==> src/rtl/tsac_defines.vh <==
// Shared constants of the temperature sensor control block
`ifndef TSAC_DEFINES_VH
`define TSAC_DEFINES_VH

// APB byte offsets, one aligned word per register
`define TSAC_OFF_TEMP 12'h000
`define TSAC_OFF_CFG 12'h004
`define TSAC_OFF_TLOW 12'h008
`define TSAC_OFF_THIGH 12'h00C

// Pointer select codes
`define TSAC_PTR_TEMP 2'h0
`define TSAC_PTR_CFG 2'h1
`define TSAC_PTR_TLOW 2'h2
`define TSAC_PTR_THIGH 2'h3

// Configuration word field positions
`define TSAC_CFG_OS 15
`define TSAC_CFG_FAULT_HI 12
`define TSAC_CFG_FAULT_LO 11
`define TSAC_CFG_POL 10
`define TSAC_CFG_TM 9
`define TSAC_CFG_SD 8
`define TSAC_CFG_RATE_HI 7
`define TSAC_CFG_RATE_LO 6
`define TSAC_CFG_AL 5
`define TSAC_CFG_EM 4

// Reset values
`define TSAC_RATE_RESET 2'h2
`define TSAC_RES_BITS 2'h3
`define TSAC_TLOW_RESET 16'h4B00
`define TSAC_THIGH_RESET 16'h5000

// Two-wire bus codes
`define TSAC_DEV_ADDR_BASE 5'h12
`define TSAC_MASTER_CODE 5'h01
`define TSAC_GC_RESET 8'h06

// Timing: clock rate, bus-stall timeout and conversion periods
`define TSAC_CLK_KHZ 50000
`define TSAC_TIMEOUT_MS 30
`define TSAC_PER0_MS 4000
`define TSAC_PER1_MS 1000
`define TSAC_PER2_MS 250
`define TSAC_PER3_MS 125

`endif

==> src/rtl/tsac_ctrl.v <==
// Temperature sensor control: two-wire slave, registers, alert, APB
//
// Design decisions made here: the register addresses and register access over APB.
`timescale 1ns/1ps
`include "tsac_defines.vh"
// Summary of operation
// RULE1 - Master code byte precedes any high-speed transfer
// RULE2 - Master code unacknowledged, filters go high-speed
// RULE3 - High-speed ends at STOP, filters back fast
// RULE4 - Clock low too long resets serial interface
// RULE5 - After timeout release data, wait for START
// RULE6 - Master keeps clock fast enough avoiding timeout
// RULE7 - Detect START and STOP while clock high
// RULE8 - Any byte count; MSB-only writes allowed
// RULE9 - Receiver drives ninth-bit acknowledge low
// RULE10 - Master not-acknowledge ends device data drive
// RULE11 - Continuous conversions overwrite the temperature register
// RULE12 - Rate bits select the conversion period
// RULE13 - One conversion per period, then idle
// RULE14 - Conversion starts right after any reset
// RULE15 - Extended bit selects 12- or 13-bit format
// RULE16 - One-shot conversion from shutdown, status bit
// RULE17 - Thermostat bit picks comparator or interrupt
// RULE18 - Comparator: set at upper, clear below lower
// RULE19 - Interrupt: set on fault, clear on read
// RULE20 - Pointer low bits select register, reset zero
// RULE21 - Fault queue needs 1, 2, 4, 6 faults
// RULE22 - Polarity bit sets alert active level
// RULE23 - Shutdown after current conversion completes
// RULE24 - Compare and count once per completed conversion
module tsac_ctrl #(
  parameter [31:0] TIMEOUT_CYC = `TSAC_TIMEOUT_MS * `TSAC_CLK_KHZ,
  parameter [31:0] PER0_CYC = `TSAC_PER0_MS * `TSAC_CLK_KHZ,
  parameter [31:0] PER1_CYC = `TSAC_PER1_MS * `TSAC_CLK_KHZ,
  parameter [31:0] PER2_CYC = `TSAC_PER2_MS * `TSAC_CLK_KHZ,
  parameter [31:0] PER3_CYC = `TSAC_PER3_MS * `TSAC_CLK_KHZ
) (
  // Clock, reset, enable
  input wire sys_clk,
  input wire rst,
  input wire ce,
  // APB slave
  input wire psel,
  input wire penable,
  input wire pwrite,
  input wire [11:0] paddr,
  input wire [31:0] pwdata,
  output wire [31:0] prdata,
  output wire pready,
  output wire pslverr,
  // Two-wire bus pins
  input wire sclIn,
  input wire sdaIn,
  output wire sdaOut,
  output wire sdaOe,
  output wire hsMode,
  // Address select, static strap on the same clock
  input wire [1:0] devAddrSel,
  // Converter model
  input wire convDone,
  input wire [12:0] convResult,
  output wire convStart,
  output wire converting,
  // Alert pin level
  output wire alertOut
);
  localparam [2:0] I_IDLE = 3'd0;
  localparam [2:0] I_RX = 3'd1;
  localparam [2:0] I_RXACK = 3'd2;
  localparam [2:0] I_TX = 3'd3;
  localparam [2:0] I_TXACK = 3'd4;

  wire sclS;
  wire sdaS;
  reg sclD_ff;
  reg sdaD_ff;
  reg [2:0] i2cState_ff;
  reg [2:0] bitCnt_ff;
  reg [7:0] shift_ff;
  reg [2:0] byteIdx_ff;
  reg rw_ff;
  reg genCall_ff;
  reg ackPhase_ff;
  reg sdaOe_ff;
  reg hsMode_ff;
  reg busy_ff;
  reg txSel_ff;
  reg [1:0] pointer_ff;
  reg [31:0] toCnt_ff;
  reg i2cWrHi_ff;
  reg i2cWrLo_ff;
  reg [7:0] i2cWrData_ff;
  reg genReset_ff;
  reg i2cTempRd_ff;
  reg [15:0] temp_ff;
  reg [15:0] tLow_ff;
  reg [15:0] tHigh_ff;
  reg [1:0] fault_ff;
  reg pol_ff;
  reg tm_ff;
  reg sd_ff;
  reg [1:0] rate_ff;
  reg em_ff;
  reg osDone_ff;
  reg oneShotReq_ff;
  reg [2:0] hiCnt_ff;
  reg [2:0] gtCnt_ff;
  reg [2:0] loCnt_ff;
  reg compAct_ff;
  reg intAct_ff;
  reg alertOut_ff;
  reg [31:0] prdata_ff;

  // Pin inputs pass two flip-flops before any logic reads them
  tsac_sync2 #(.RESET_VAL(1'b1)) u_sync_scl (
    .sys_clk(sys_clk),
    .rst(rst),
    .ce(ce),
    .asyncIn(sclIn),
    .syncOut(sclS)
  );
  tsac_sync2 #(.RESET_VAL(1'b1)) u_sync_sda (
    .sys_clk(sys_clk),
    .rst(rst),
    .ce(ce),
    .asyncIn(sdaIn),
    .syncOut(sdaS)
  );

  // Previous sampled levels for edge and condition detection
  always @(posedge sys_clk) begin
    if (rst) begin
      sclD_ff <= 1'b1;
      sdaD_ff <= 1'b1;
    end else if (ce) begin
      sclD_ff <= sclS;
      sdaD_ff <= sdaS;
    end
  end

  // Bus edges and conditions; data moving while clock high is framing
  wire sclRise = sclS && !sclD_ff;
  wire sclFall = !sclS && sclD_ff;
  wire busStart = sclS && sclD_ff && sdaD_ff && !sdaS; // [RULE7]
  wire busStop = sclS && sclD_ff && !sdaD_ff && sdaS; // [RULE7]
  wire [7:0] rxByte = {shift_ff[6:0], sdaS};
  wire toExpired = busy_ff && (toCnt_ff == TIMEOUT_CYC - 32'h1);

  // Register contents as seen by either bus
  function [15:0] regVal;
    input [1:0] idx;
    begin
      case (idx)
        `TSAC_PTR_TEMP: regVal = temp_ff;
        `TSAC_PTR_CFG: regVal = {osDone_ff & ~converting, `TSAC_RES_BITS, fault_ff, pol_ff,
          tm_ff, sd_ff, rate_ff, compAct_ff ? pol_ff : ~pol_ff, em_ff, 4'h0}; // [RULE16]
        `TSAC_PTR_TLOW: regVal = tLow_ff;
        default: regVal = tHigh_ff;
      endcase
    end
  endfunction

  wire [15:0] ptrWord = regVal(pointer_ff);

  // Two-wire slave state machine
  always @(posedge sys_clk) begin
    if (rst) begin
      i2cState_ff <= I_IDLE;
      bitCnt_ff <= 3'h0;
      shift_ff <= 8'h00;
      byteIdx_ff <= 3'h0;
      rw_ff <= 1'b0;
      genCall_ff <= 1'b0;
      ackPhase_ff <= 1'b0;
      sdaOe_ff <= 1'b0;
      hsMode_ff <= 1'b0;
      busy_ff <= 1'b0;
      txSel_ff <= 1'b0;
      pointer_ff <= `TSAC_PTR_TEMP; // [RULE20]
      toCnt_ff <= 32'h0;
      i2cWrHi_ff <= 1'b0;
      i2cWrLo_ff <= 1'b0;
      i2cWrData_ff <= 8'h00;
      genReset_ff <= 1'b0;
      i2cTempRd_ff <= 1'b0;
    end else if (ce) begin
      i2cWrHi_ff <= 1'b0;
      i2cWrLo_ff <= 1'b0;
      genReset_ff <= 1'b0;
      i2cTempRd_ff <= 1'b0;
      // Stall counter runs while the clock is held low inside a frame
      if (busy_ff && !sclS) begin
        toCnt_ff <= toCnt_ff + 32'h1; // [RULE4] [RULE6]
      end else begin
        toCnt_ff <= 32'h0;
      end
      if (busStart) begin
        i2cState_ff <= I_RX;
        bitCnt_ff <= 3'h0;
        byteIdx_ff <= 3'h0;
        busy_ff <= 1'b1;
        sdaOe_ff <= 1'b0;
        ackPhase_ff <= 1'b0;
      end else if (busStop) begin
        i2cState_ff <= I_IDLE;
        busy_ff <= 1'b0;
        hsMode_ff <= 1'b0; // [RULE3]
        sdaOe_ff <= 1'b0;
      end else if (toExpired) begin
        i2cState_ff <= I_IDLE; // [RULE4] [RULE5]
        busy_ff <= 1'b0;
        hsMode_ff <= 1'b0;
        sdaOe_ff <= 1'b0; // [RULE5]
        toCnt_ff <= 32'h0;
      end else begin
        case (i2cState_ff)
          I_RX: begin
            if (sclRise) begin
              shift_ff <= rxByte;
              bitCnt_ff <= bitCnt_ff + 3'h1;
              if (bitCnt_ff == 3'h7) begin
                i2cState_ff <= I_RXACK;
                ackPhase_ff <= 1'b0;
                i2cWrData_ff <= rxByte;
                case (byteIdx_ff)
                  3'h0: begin
                    if (rxByte[7:3] == `TSAC_MASTER_CODE) begin
                      hsMode_ff <= 1'b1; // [RULE1] [RULE2]
                      i2cState_ff <= I_IDLE; // [RULE2]
                    end else if (rxByte[7:1] == {`TSAC_DEV_ADDR_BASE, devAddrSel}) begin
                      rw_ff <= rxByte[0];
                      genCall_ff <= 1'b0;
                    end else if (rxByte == 8'h00) begin
                      rw_ff <= 1'b0;
                      genCall_ff <= 1'b1;
                    end else begin
                      i2cState_ff <= I_IDLE;
                    end
                  end
                  3'h1: begin
                    if (genCall_ff) begin
                      genReset_ff <= (rxByte == `TSAC_GC_RESET);
                    end else begin
                      pointer_ff <= rxByte[1:0]; // [RULE20]
                    end
                  end
                  3'h2: i2cWrHi_ff <= !genCall_ff; // [RULE8]
                  3'h3: i2cWrLo_ff <= !genCall_ff; // [RULE8]
                  default: i2cWrLo_ff <= 1'b0;
                endcase
              end
            end
          end
          I_RXACK: begin
            if (sclFall) begin
              if (!ackPhase_ff) begin
                sdaOe_ff <= 1'b1; // [RULE9]
                ackPhase_ff <= 1'b1;
              end else begin
                ackPhase_ff <= 1'b0;
                bitCnt_ff <= 3'h0;
                if (byteIdx_ff != 3'h4) begin
                  byteIdx_ff <= byteIdx_ff + 3'h1; // [RULE8]
                end
                if (rw_ff) begin
                  shift_ff <= ptrWord[15:8];
                  sdaOe_ff <= ~ptrWord[15];
                  txSel_ff <= 1'b1;
                  i2cTempRd_ff <= (pointer_ff == `TSAC_PTR_TEMP); // [RULE19]
                  i2cState_ff <= I_TX;
                end else begin
                  sdaOe_ff <= 1'b0;
                  i2cState_ff <= I_RX;
                end
              end
            end
          end
          I_TX: begin
            if (sclFall) begin
              bitCnt_ff <= bitCnt_ff + 3'h1;
              if (bitCnt_ff == 3'h7) begin
                sdaOe_ff <= 1'b0;
                i2cState_ff <= I_TXACK;
              end else begin
                shift_ff <= {shift_ff[6:0], 1'b0};
                sdaOe_ff <= ~shift_ff[6];
              end
            end
          end
          I_TXACK: begin
            if (sclRise && sdaS) begin
              i2cState_ff <= I_IDLE; // [RULE10]
            end else if (sclFall) begin
              bitCnt_ff <= 3'h0;
              shift_ff <= txSel_ff ? ptrWord[7:0] : ptrWord[15:8];
              sdaOe_ff <= txSel_ff ? ~ptrWord[7] : ~ptrWord[15];
              i2cTempRd_ff <= !txSel_ff && (pointer_ff == `TSAC_PTR_TEMP);
              txSel_ff <= ~txSel_ff;
              i2cState_ff <= I_TX;
            end
          end
          default: i2cState_ff <= I_IDLE;
        endcase
      end
    end
  end

  // APB decode; zero wait states, unmapped offsets answer with an error
  wire apbMapped = (paddr[11:4] == 8'h00) && (paddr[1:0] == 2'h0);
  wire [1:0] apbIdx = paddr[3:2];
  wire apbWr = ce && psel && penable && pwrite && apbMapped;
  wire apbTempRd = ce && psel && penable && !pwrite && apbMapped &&
    (apbIdx == `TSAC_PTR_TEMP);
  assign pready = 1'b1;
  assign pslverr = psel && penable && !apbMapped;

  // Read data captured in the setup cycle
  always @(posedge sys_clk) begin
    if (rst) begin
      prdata_ff <= 32'h0;
    end else if (ce && psel && !penable) begin
      prdata_ff <= (apbMapped && !pwrite) ? {16'h0, regVal(apbIdx)} : 32'h0;
    end
  end
  assign prdata = prdata_ff;

  // Merged write port; APB wins a same-cycle collision
  wire wrHi = apbWr || i2cWrHi_ff;
  wire wrLo = apbWr || i2cWrLo_ff;
  wire [1:0] wrIdx = apbWr ? apbIdx : pointer_ff;
  wire [15:0] wrData = apbWr ? pwdata[15:0] : {i2cWrData_ff, i2cWrData_ff};
  wire tempRead = apbTempRd || i2cTempRd_ff;
  wire regReset = rst || genReset_ff;

  // Result and limits as signed 13-bit values in the active format
  wire [12:0] resVal = em_ff ? convResult : {convResult[11], convResult[11:0]}; // [RULE15]
  wire [12:0] lowVal = em_ff ? tLow_ff[15:3] : {tLow_ff[15], tLow_ff[15:4]}; // [RULE15]
  wire [12:0] highVal = em_ff ? tHigh_ff[15:3] : {tHigh_ff[15], tHigh_ff[15:4]}; // [RULE15]
  wire hiFault = $signed(resVal) >= $signed(highVal); // [RULE18]
  wire gtFault = $signed(resVal) > $signed(highVal); // [RULE19]
  wire loFault = $signed(resVal) < $signed(lowVal);
  wire [2:0] hiNext = hiFault ? ((hiCnt_ff == 3'h7) ? 3'h7 : hiCnt_ff + 3'h1) : 3'h0;
  wire [2:0] gtNext = gtFault ? ((gtCnt_ff == 3'h7) ? 3'h7 : gtCnt_ff + 3'h1) : 3'h0;
  wire [2:0] loNext = loFault ? ((loCnt_ff == 3'h7) ? 3'h7 : loCnt_ff + 3'h1) : 3'h0;
  reg [2:0] faultNeed;

  // Consecutive faults needed before the alert changes
  always @* begin
    case (fault_ff)
      2'h0: faultNeed = 3'h1; // [RULE21]
      2'h1: faultNeed = 3'h2; // [RULE21]
      2'h2: faultNeed = 3'h4; // [RULE21]
      default: faultNeed = 3'h6; // [RULE21]
    endcase
  end

  // Register file, result capture and alert state
  always @(posedge sys_clk) begin
    if (regReset) begin
      temp_ff <= 16'h0;
      tLow_ff <= `TSAC_TLOW_RESET;
      tHigh_ff <= `TSAC_THIGH_RESET;
      fault_ff <= 2'h0;
      pol_ff <= 1'b0; // [RULE22]
      tm_ff <= 1'b0;
      sd_ff <= 1'b0; // [RULE11]
      rate_ff <= `TSAC_RATE_RESET; // [RULE12]
      em_ff <= 1'b0;
      osDone_ff <= 1'b0;
      oneShotReq_ff <= 1'b0;
      hiCnt_ff <= 3'h0;
      gtCnt_ff <= 3'h0;
      loCnt_ff <= 3'h0;
      compAct_ff <= 1'b0;
      intAct_ff <= 1'b0;
    end else if (ce) begin
      oneShotReq_ff <= wrHi && (wrIdx == `TSAC_PTR_CFG) && wrData[`TSAC_CFG_OS] && sd_ff;
      if (wrHi && (wrIdx == `TSAC_PTR_CFG)) begin
        fault_ff <= wrData[`TSAC_CFG_FAULT_HI:`TSAC_CFG_FAULT_LO];
        pol_ff <= wrData[`TSAC_CFG_POL];
        tm_ff <= wrData[`TSAC_CFG_TM]; // [RULE17]
        sd_ff <= wrData[`TSAC_CFG_SD]; // [RULE23]
      end
      if (wrLo && (wrIdx == `TSAC_PTR_CFG)) begin
        rate_ff <= wrData[`TSAC_CFG_RATE_HI:`TSAC_CFG_RATE_LO]; // [RULE12]
        em_ff <= wrData[`TSAC_CFG_EM];
      end
      // Limits update byte by byte
      if (wrHi && (wrIdx == `TSAC_PTR_TLOW)) begin
        tLow_ff[15:8] <= wrData[15:8]; // [RULE8]
      end
      if (wrLo && (wrIdx == `TSAC_PTR_TLOW)) begin
        tLow_ff[7:0] <= wrData[7:0];
      end
      if (wrHi && (wrIdx == `TSAC_PTR_THIGH)) begin
        tHigh_ff[15:8] <= wrData[15:8]; // [RULE8]
      end
      if (wrLo && (wrIdx == `TSAC_PTR_THIGH)) begin
        tHigh_ff[7:0] <= wrData[7:0];
      end
      if (oneShotReq_ff) begin
        osDone_ff <= 1'b0; // [RULE16]
      end
      // One compare and count step per finished conversion
      if (convDone) begin
        temp_ff <= em_ff ? {convResult, 3'h1} : {convResult[11:0], 4'h0}; // [RULE11] [RULE15]
        osDone_ff <= 1'b1; // [RULE16]
        hiCnt_ff <= hiNext; // [RULE24]
        gtCnt_ff <= gtNext;
        loCnt_ff <= loNext;
        if (hiNext >= faultNeed) begin
          compAct_ff <= 1'b1; // [RULE18]
        end else if (loNext >= faultNeed) begin
          compAct_ff <= 1'b0; // [RULE18]
        end
      end
      // Interrupt flag: a new fault wins over a clearing read
      if (convDone && tm_ff && ((gtNext >= faultNeed) || (loNext >= faultNeed))) begin
        intAct_ff <= 1'b1; // [RULE19]
      end else if (tempRead) begin
        intAct_ff <= 1'b0; // [RULE19]
      end
    end
  end

  // Conversion scheduling
  tsac_conv_sched #(
    .PER0_CYC(PER0_CYC),
    .PER1_CYC(PER1_CYC),
    .PER2_CYC(PER2_CYC),
    .PER3_CYC(PER3_CYC)
  ) u_sched (
    .sys_clk(sys_clk),
    .rst(rst),
    .ce(ce),
    .restart(genReset_ff),
    .shutdownBit(sd_ff),
    .rateBits(rate_ff),
    .oneShotReq(oneShotReq_ff),
    .convDone(convDone),
    .convStart(convStart),
    .converting(converting)
  );

  // Alert pin with selectable mode and polarity
  always @(posedge sys_clk) begin
    if (rst) begin
      alertOut_ff <= 1'b1;
    end else if (ce) begin
      alertOut_ff <= (tm_ff ? intAct_ff : compAct_ff) ? pol_ff : ~pol_ff; // [RULE17] [RULE22]
    end
  end

  assign alertOut = alertOut_ff;
  assign sdaOut = 1'b0; // Open drain: only ever pulls low
  assign sdaOe = sdaOe_ff;
  assign hsMode = hsMode_ff; // [RULE2]
endmodule

==> src/rtl/tsac_sync2.v <==
// Two flip-flop synchroniser for one pin input
`timescale 1ns/1ps
module tsac_sync2 #(
  parameter [0:0] RESET_VAL = 1'b1
) (
  // Clock, reset, enable
  input wire sys_clk,
  input wire rst,
  input wire ce,
  // Level in and synchronised level out
  input wire asyncIn,
  output wire syncOut
);
  reg meta_ff;
  reg sync_ff;

  // First stage feeds only the second stage
  always @(posedge sys_clk) begin
    if (rst) begin
      meta_ff <= RESET_VAL;
      sync_ff <= RESET_VAL;
    end else if (ce) begin
      meta_ff <= asyncIn;
      sync_ff <= meta_ff;
    end
  end

  assign syncOut = sync_ff;
endmodule

==> src/rtl/tsac_conv_sched.v <==
// Conversion scheduler: continuous rate, shutdown and one-shot
`timescale 1ns/1ps
`include "tsac_defines.vh"
module tsac_conv_sched #(
  parameter [31:0] PER0_CYC = `TSAC_PER0_MS * `TSAC_CLK_KHZ,
  parameter [31:0] PER1_CYC = `TSAC_PER1_MS * `TSAC_CLK_KHZ,
  parameter [31:0] PER2_CYC = `TSAC_PER2_MS * `TSAC_CLK_KHZ,
  parameter [31:0] PER3_CYC = `TSAC_PER3_MS * `TSAC_CLK_KHZ
) (
  // Clock, reset, enable
  input wire sys_clk,
  input wire rst,
  input wire ce,
  // Control from the register file
  input wire restart,
  input wire shutdownBit,
  input wire [1:0] rateBits,
  input wire oneShotReq,
  // Converter handshake
  input wire convDone,
  output wire convStart,
  output wire converting
);
  localparam [1:0] S_KICK = 2'd0;
  localparam [1:0] S_CONV = 2'd1;
  localparam [1:0] S_WAIT = 2'd2;
  localparam [1:0] S_SHUT = 2'd3;

  reg [1:0] state_ff;
  reg [31:0] perCnt_ff;
  reg [31:0] period;

  // Rate period selected by the conversion rate bits
  always @* begin
    case (rateBits)
      2'h0: period = PER0_CYC;
      2'h1: period = PER1_CYC;
      2'h2: period = PER2_CYC;
      default: period = PER3_CYC;
    endcase
  end

  // Reset lands in the kick state so a conversion starts at once
  always @(posedge sys_clk) begin
    if (rst || restart) begin
      state_ff <= S_KICK; // [RULE14]
      perCnt_ff <= 32'h0;
    end else if (ce) begin
      case (state_ff)
        S_KICK: begin
          perCnt_ff <= 32'h1; // Kick cycle is the first of the period
          state_ff <= S_CONV;
        end
        S_CONV: begin
          perCnt_ff <= perCnt_ff + 32'h1;
          if (convDone) begin
            state_ff <= shutdownBit ? S_SHUT : S_WAIT; // [RULE23]
          end
        end
        S_WAIT: begin
          perCnt_ff <= perCnt_ff + 32'h1;
          if (shutdownBit) begin
            state_ff <= S_SHUT; // [RULE23]
          end else if (perCnt_ff >= period - 32'h1) begin
            state_ff <= S_KICK; // [RULE11] [RULE12] [RULE13]
          end
        end
        S_SHUT: begin
          if (oneShotReq || !shutdownBit) begin
            state_ff <= S_KICK; // [RULE16]
          end
        end
        default: state_ff <= S_KICK;
      endcase
    end
  end

  assign convStart = (state_ff == S_KICK);
  assign converting = (state_ff == S_KICK) || (state_ff == S_CONV);
endmodule

==> config.mk <==
export PLATFORM = sky130hd
export DESIGN_NAME = tsac_ctrl
export DESIGN_NICKNAME = d
export VERILOG_FILES = /design/src/rtl/tsac_ctrl.v /design/src/rtl/tsac_sync2.v /design/src/rtl/tsac_conv_sched.v
export VERILOG_INCLUDE_DIRS = /design/src /design/src/rtl
export SDC_FILE = /design/constraint.sdc
export NUM_CORES = 1
export LEC_CHECK = 0
export BUFFER_PORTS_ARGS = -buffer_cell sky130_fd_sc_hd__buf_4
export CAP_MARGIN = 5
export CORE_UTILIZATION = 40
export DETAILED_ROUTE_END_ITERATION = 12
export GPL_ROUTABILITY_DRIVEN = 0
export SYNTH_ARGS = -nofsm -noshare
export SYNTH_HDL_FRONTEND = slang
export SYNTH_SLANG_ARGS = --single-unit
==> constraint.sdc <==
create_clock -name sys_clk -period 9.5 [get_ports sys_clk]
set_clock_uncertainty 0.15 [all_clocks]
set_input_delay 0 -clock sys_clk [delete_from_list [all_inputs] [get_ports sys_clk]]
set_output_delay 0 -clock sys_clk [all_outputs]
set_load 0.01 [all_outputs]
==> impl_metrics.env <==
export IMPL_numCtsBuffers=17
export IMPL_ys_ff_latch=193
export IMPL_htreeDepth=4
export IMPL_postCtsSetupBuffers=0
export IMPL_setup_viol=0
export IMPL_antenna_left=0
export IMPL_cp_start_kind="register"
export IMPL_rows=62
export IMPL_grt_util_all_layers_pct=21.92
export IMPL_async_flop_share_pct=0
export IMPL_grt_pass1_wl_um=53240
export IMPL_synth_edf_count=0
export IMPL_grt_overflow=0
export IMPL_synth_commonest_cells="dfxtp_1 (193), nor2_1 (170), nand2_1 (107)"
export IMPL_holdPathStages=4
export IMPL_drive_above_1_share_pct=13.62
export IMPL_synthCells=1382
export IMPL_cts_tree="yes"
export IMPL_crit_arrival_ps=4830
export IMPL_grt_pass1_vias=9793
export IMPL_area_delta_synth_final_pct=14.38
export IMPL_cpPeakStageDelay_ps=520
export IMPL_cts_resized=0
export IMPL_required_ps=9670
export IMPL_drc_errors=0
export IMPL_avgRoutedWirePerCell_um=17.88
export IMPL_grt_max_degree=66
export IMPL_drtIter0Drc=750
export IMPL_path_cells="buf_4 -> mux2i_1 -> ha_1 -> and4_1 -> nand3_1 -> a211oi_1 -> o21ai_0 -> a22oi_1 -> or2_2 -> ha_1 -> nand2b_1 -> a21oi_1 -> nor2b_1 -> or4_1 -> a32oi_1 -> nor2_1"
export IMPL_path_clk_slew_ps=70
export IMPL_initial_core_util_pct=41.10
export IMPL_cts_root_buf="clkbuf_16"
export IMPL_fp_dieH_um=174.9
export IMPL_dp_hpwl_um=23270
export IMPL_finalHoldViolations=0
export IMPL_crit_type="reg -> reg"
export IMPL_hold_start="devAddrSel[1]"
export IMPL_yosysUniqueCellTypes=91
export IMPL_r2r_cells=16
export IMPL_clock_sinks=193
export IMPL_nFillCells=2790
export IMPL_slew_headroom_pct=20.61
export IMPL_finalWirelength_um=32980
export IMPL_netlist_top_cells_area="dfxtp_1 (32%), ha_1 (8.5%), nor2_1 (5.3%), mux2i_1 (5.3%), mux4_2 (3.8%)"
export IMPL_fin_crit_ps=4662
export IMPL_r2r_start="em_ff"
export IMPL_endpoint_kind="register"
export IMPL_rsz0062_at_grt="no"
export IMPL_cellLeakagePower_nw=5.113
export IMPL_seq_area_um2=3865
export IMPL_syn_area_um2=11960
export IMPL_place_ws_ps=4988
export IMPL_n_antenna_cell=0
export IMPL_ys_seq_area_share_pct=32.32
export IMPL_synth_warning_count=0
export IMPL_finalSetupTns_ps=0
export IMPL_first_pass_iters=5
export IMPL_die_w_um=174.9
export IMPL_reg2reg_slack_ps=4840
export IMPL_synthDominantCellAreaShare_pct=32.32
export IMPL_status="finished clean"
export IMPL_cp_slowest_cell="buf_4"
export IMPL_num_vias=10480
export IMPL_path_max_fanout=38
export IMPL_ctsHoldBuffers=42
export IMPL_cap_violations=0
export IMPL_cts_buffer_depth=2
export IMPL_worst_pin_slew_ps=1183
export IMPL_coreArea_um2=29090
export IMPL_die_area_um2=30580
export IMPL_finalWorstSetupSlack_ps=4838
export IMPL_ir_worst_vdd_mv=0.1327
export IMPL_portBuffers=73
export IMPL_ys_flop_type="dfxtp_1"
export IMPL_clk_latency_ps=440
export IMPL_ioPinCount=108
export IMPL_multi_input_area_um2=7566
export IMPL_synth_most_common_cell="dfxtp_1"
export IMPL_fin_nets=1597
export IMPL_slew_violations=0
export IMPL_p_total_mw=1.722
export IMPL_cpMostUsedCell="ha_1"
export IMPL_min_path_type="in -> reg"
export IMPL_max_freq_mhz=214.5
export IMPL_antenna_found_initial=0
export IMPL_hold_path_endpoint="genCall_ff"
export IMPL_via_per_inst=5.682
export IMPL_period_share_pct=49.07
export IMPL_synth_area_leader_cell="dfxtp_1"
export IMPL_power_density_nw_per_um2=126.0
export IMPL_postSynthAreaPerCell_um2=8.651
export IMPL_r2r_end="intAct_ff"
## state kept, by name, summed over array words and instances, names as in the netlist, 7 cells and up
signal,flops
toCnt_ff,32
u_sched.perCnt_ff,32
prdata,16
tHigh_ff,16
tLow_ff,16
temp_ff,14
i2cWrData_ff,8
shift_ff,7
## through the flow
stage	area [um2]	instances	hold slack (ps)	utilization, %
after CTS	13670	1845	19.28	47.01
after floorplan	12020	1399	-21.61	-
after global routing	13670	1845	62.46	47.01
after global placement	12670	1771	87.72	43.55
final	13670	1845	43.17	47.01
after detailed placement	12670	1771	90.91	43.55
## cell usage in the layout, fill, tap and decap left out, drive strengths merged, types with 12 or more instances in the layout
master / count
dfxtp: 193
nor2: 171
nand2: 107
buf: 85
a21oi: 83
ha: 81
o21ai: 72
mux2i: 64
nand3: 50
nor3: 43
dlygate4sd3: 42
inv: 37
mux2: 30
xor2: 24
a211oi: 22
nand4: 22
mux4: 20
a22oi: 20
conb: 19
clkbuf: 19
nor2b: 15
a21o: 14
nand2b: 14
nor4: 14
o31ai: 13
and4: 12
and3: 12
## worst max-delay path by stage
| stage | start | cells after the start | to | slack (ps) |
|---|---|---|---|---|
| global placement | em_ff | 16 | intAct_ff | 5000 |
| global route | em_ff | 16 | intAct_ff | 4520 |
| detailed placement | em_ff | 16 | intAct_ff | 4990 |
| floorplan | em_ff | 19 | intAct_ff | 4980 |
| finish | em_ff | 16 | intAct_ff | 4840 |
| CTS | em_ff | 16 | intAct_ff | 4900 |
## worst max-delay path, delay by kind of cell (launching register included)
family | cells | cell delay, ps
compound gates | 5 | 1420
simple gates | 7 | 1300
fa+ha+maj | 2 | 550
buf+inv | 1 | 520
flops | 1 | 380
mux | 1 | 180
## cell type report
type / instances / share of cell area (%)
Tap cell: 384 / 3.514
Multi-Input combinational cell: 1077 / 55.33
Timing Repair Buffer: 127 / 7.741
Clock inverter: 13 / 1.107
Clock buffer: 19 / 3.166
Sequential cell: 193 / 28.26
Inverter: 32 / 0.8784
## metal layers
| metal | up-vias | share of wire [%] | GRT usage [%] | routed length (um) |
|---|---|---|---|---|
| met4 | 0 | 2.2 | 7.174 | 712 |
| met2 | 271 | 45 | 34.09 | 14810 |
| li1 | 5178 | - | - | - |
| met1 | 4993 | 47 | 30.28 | 15660 |
| met3 | 42 | 5.5 | 4.330 | 1798 |
| met5 | - | 0 | 0 | 0 |
## cell families after synthesis
logic type      after synthesis  share of synthesized area, %
fa+ha+maj                    81                         8.477
other cells                   2                       0.06282
compound gates              303                         16.81
simple gates                525                         22.61
xor+xnor                     35                         2.564
flops                       193                         32.32
buf+inv                     129                         5.107
mux                         114                         12.06
## power breakdown
group | internal, mW | switching, mW | leakage, nW
clock network | 0.395 | 0.342 | 0.283
logic | 0.0675 | 0.0896 | 3.27
registers | 0.817 | 0.0110 | 1.56
(Power assumes the default switching activity.)
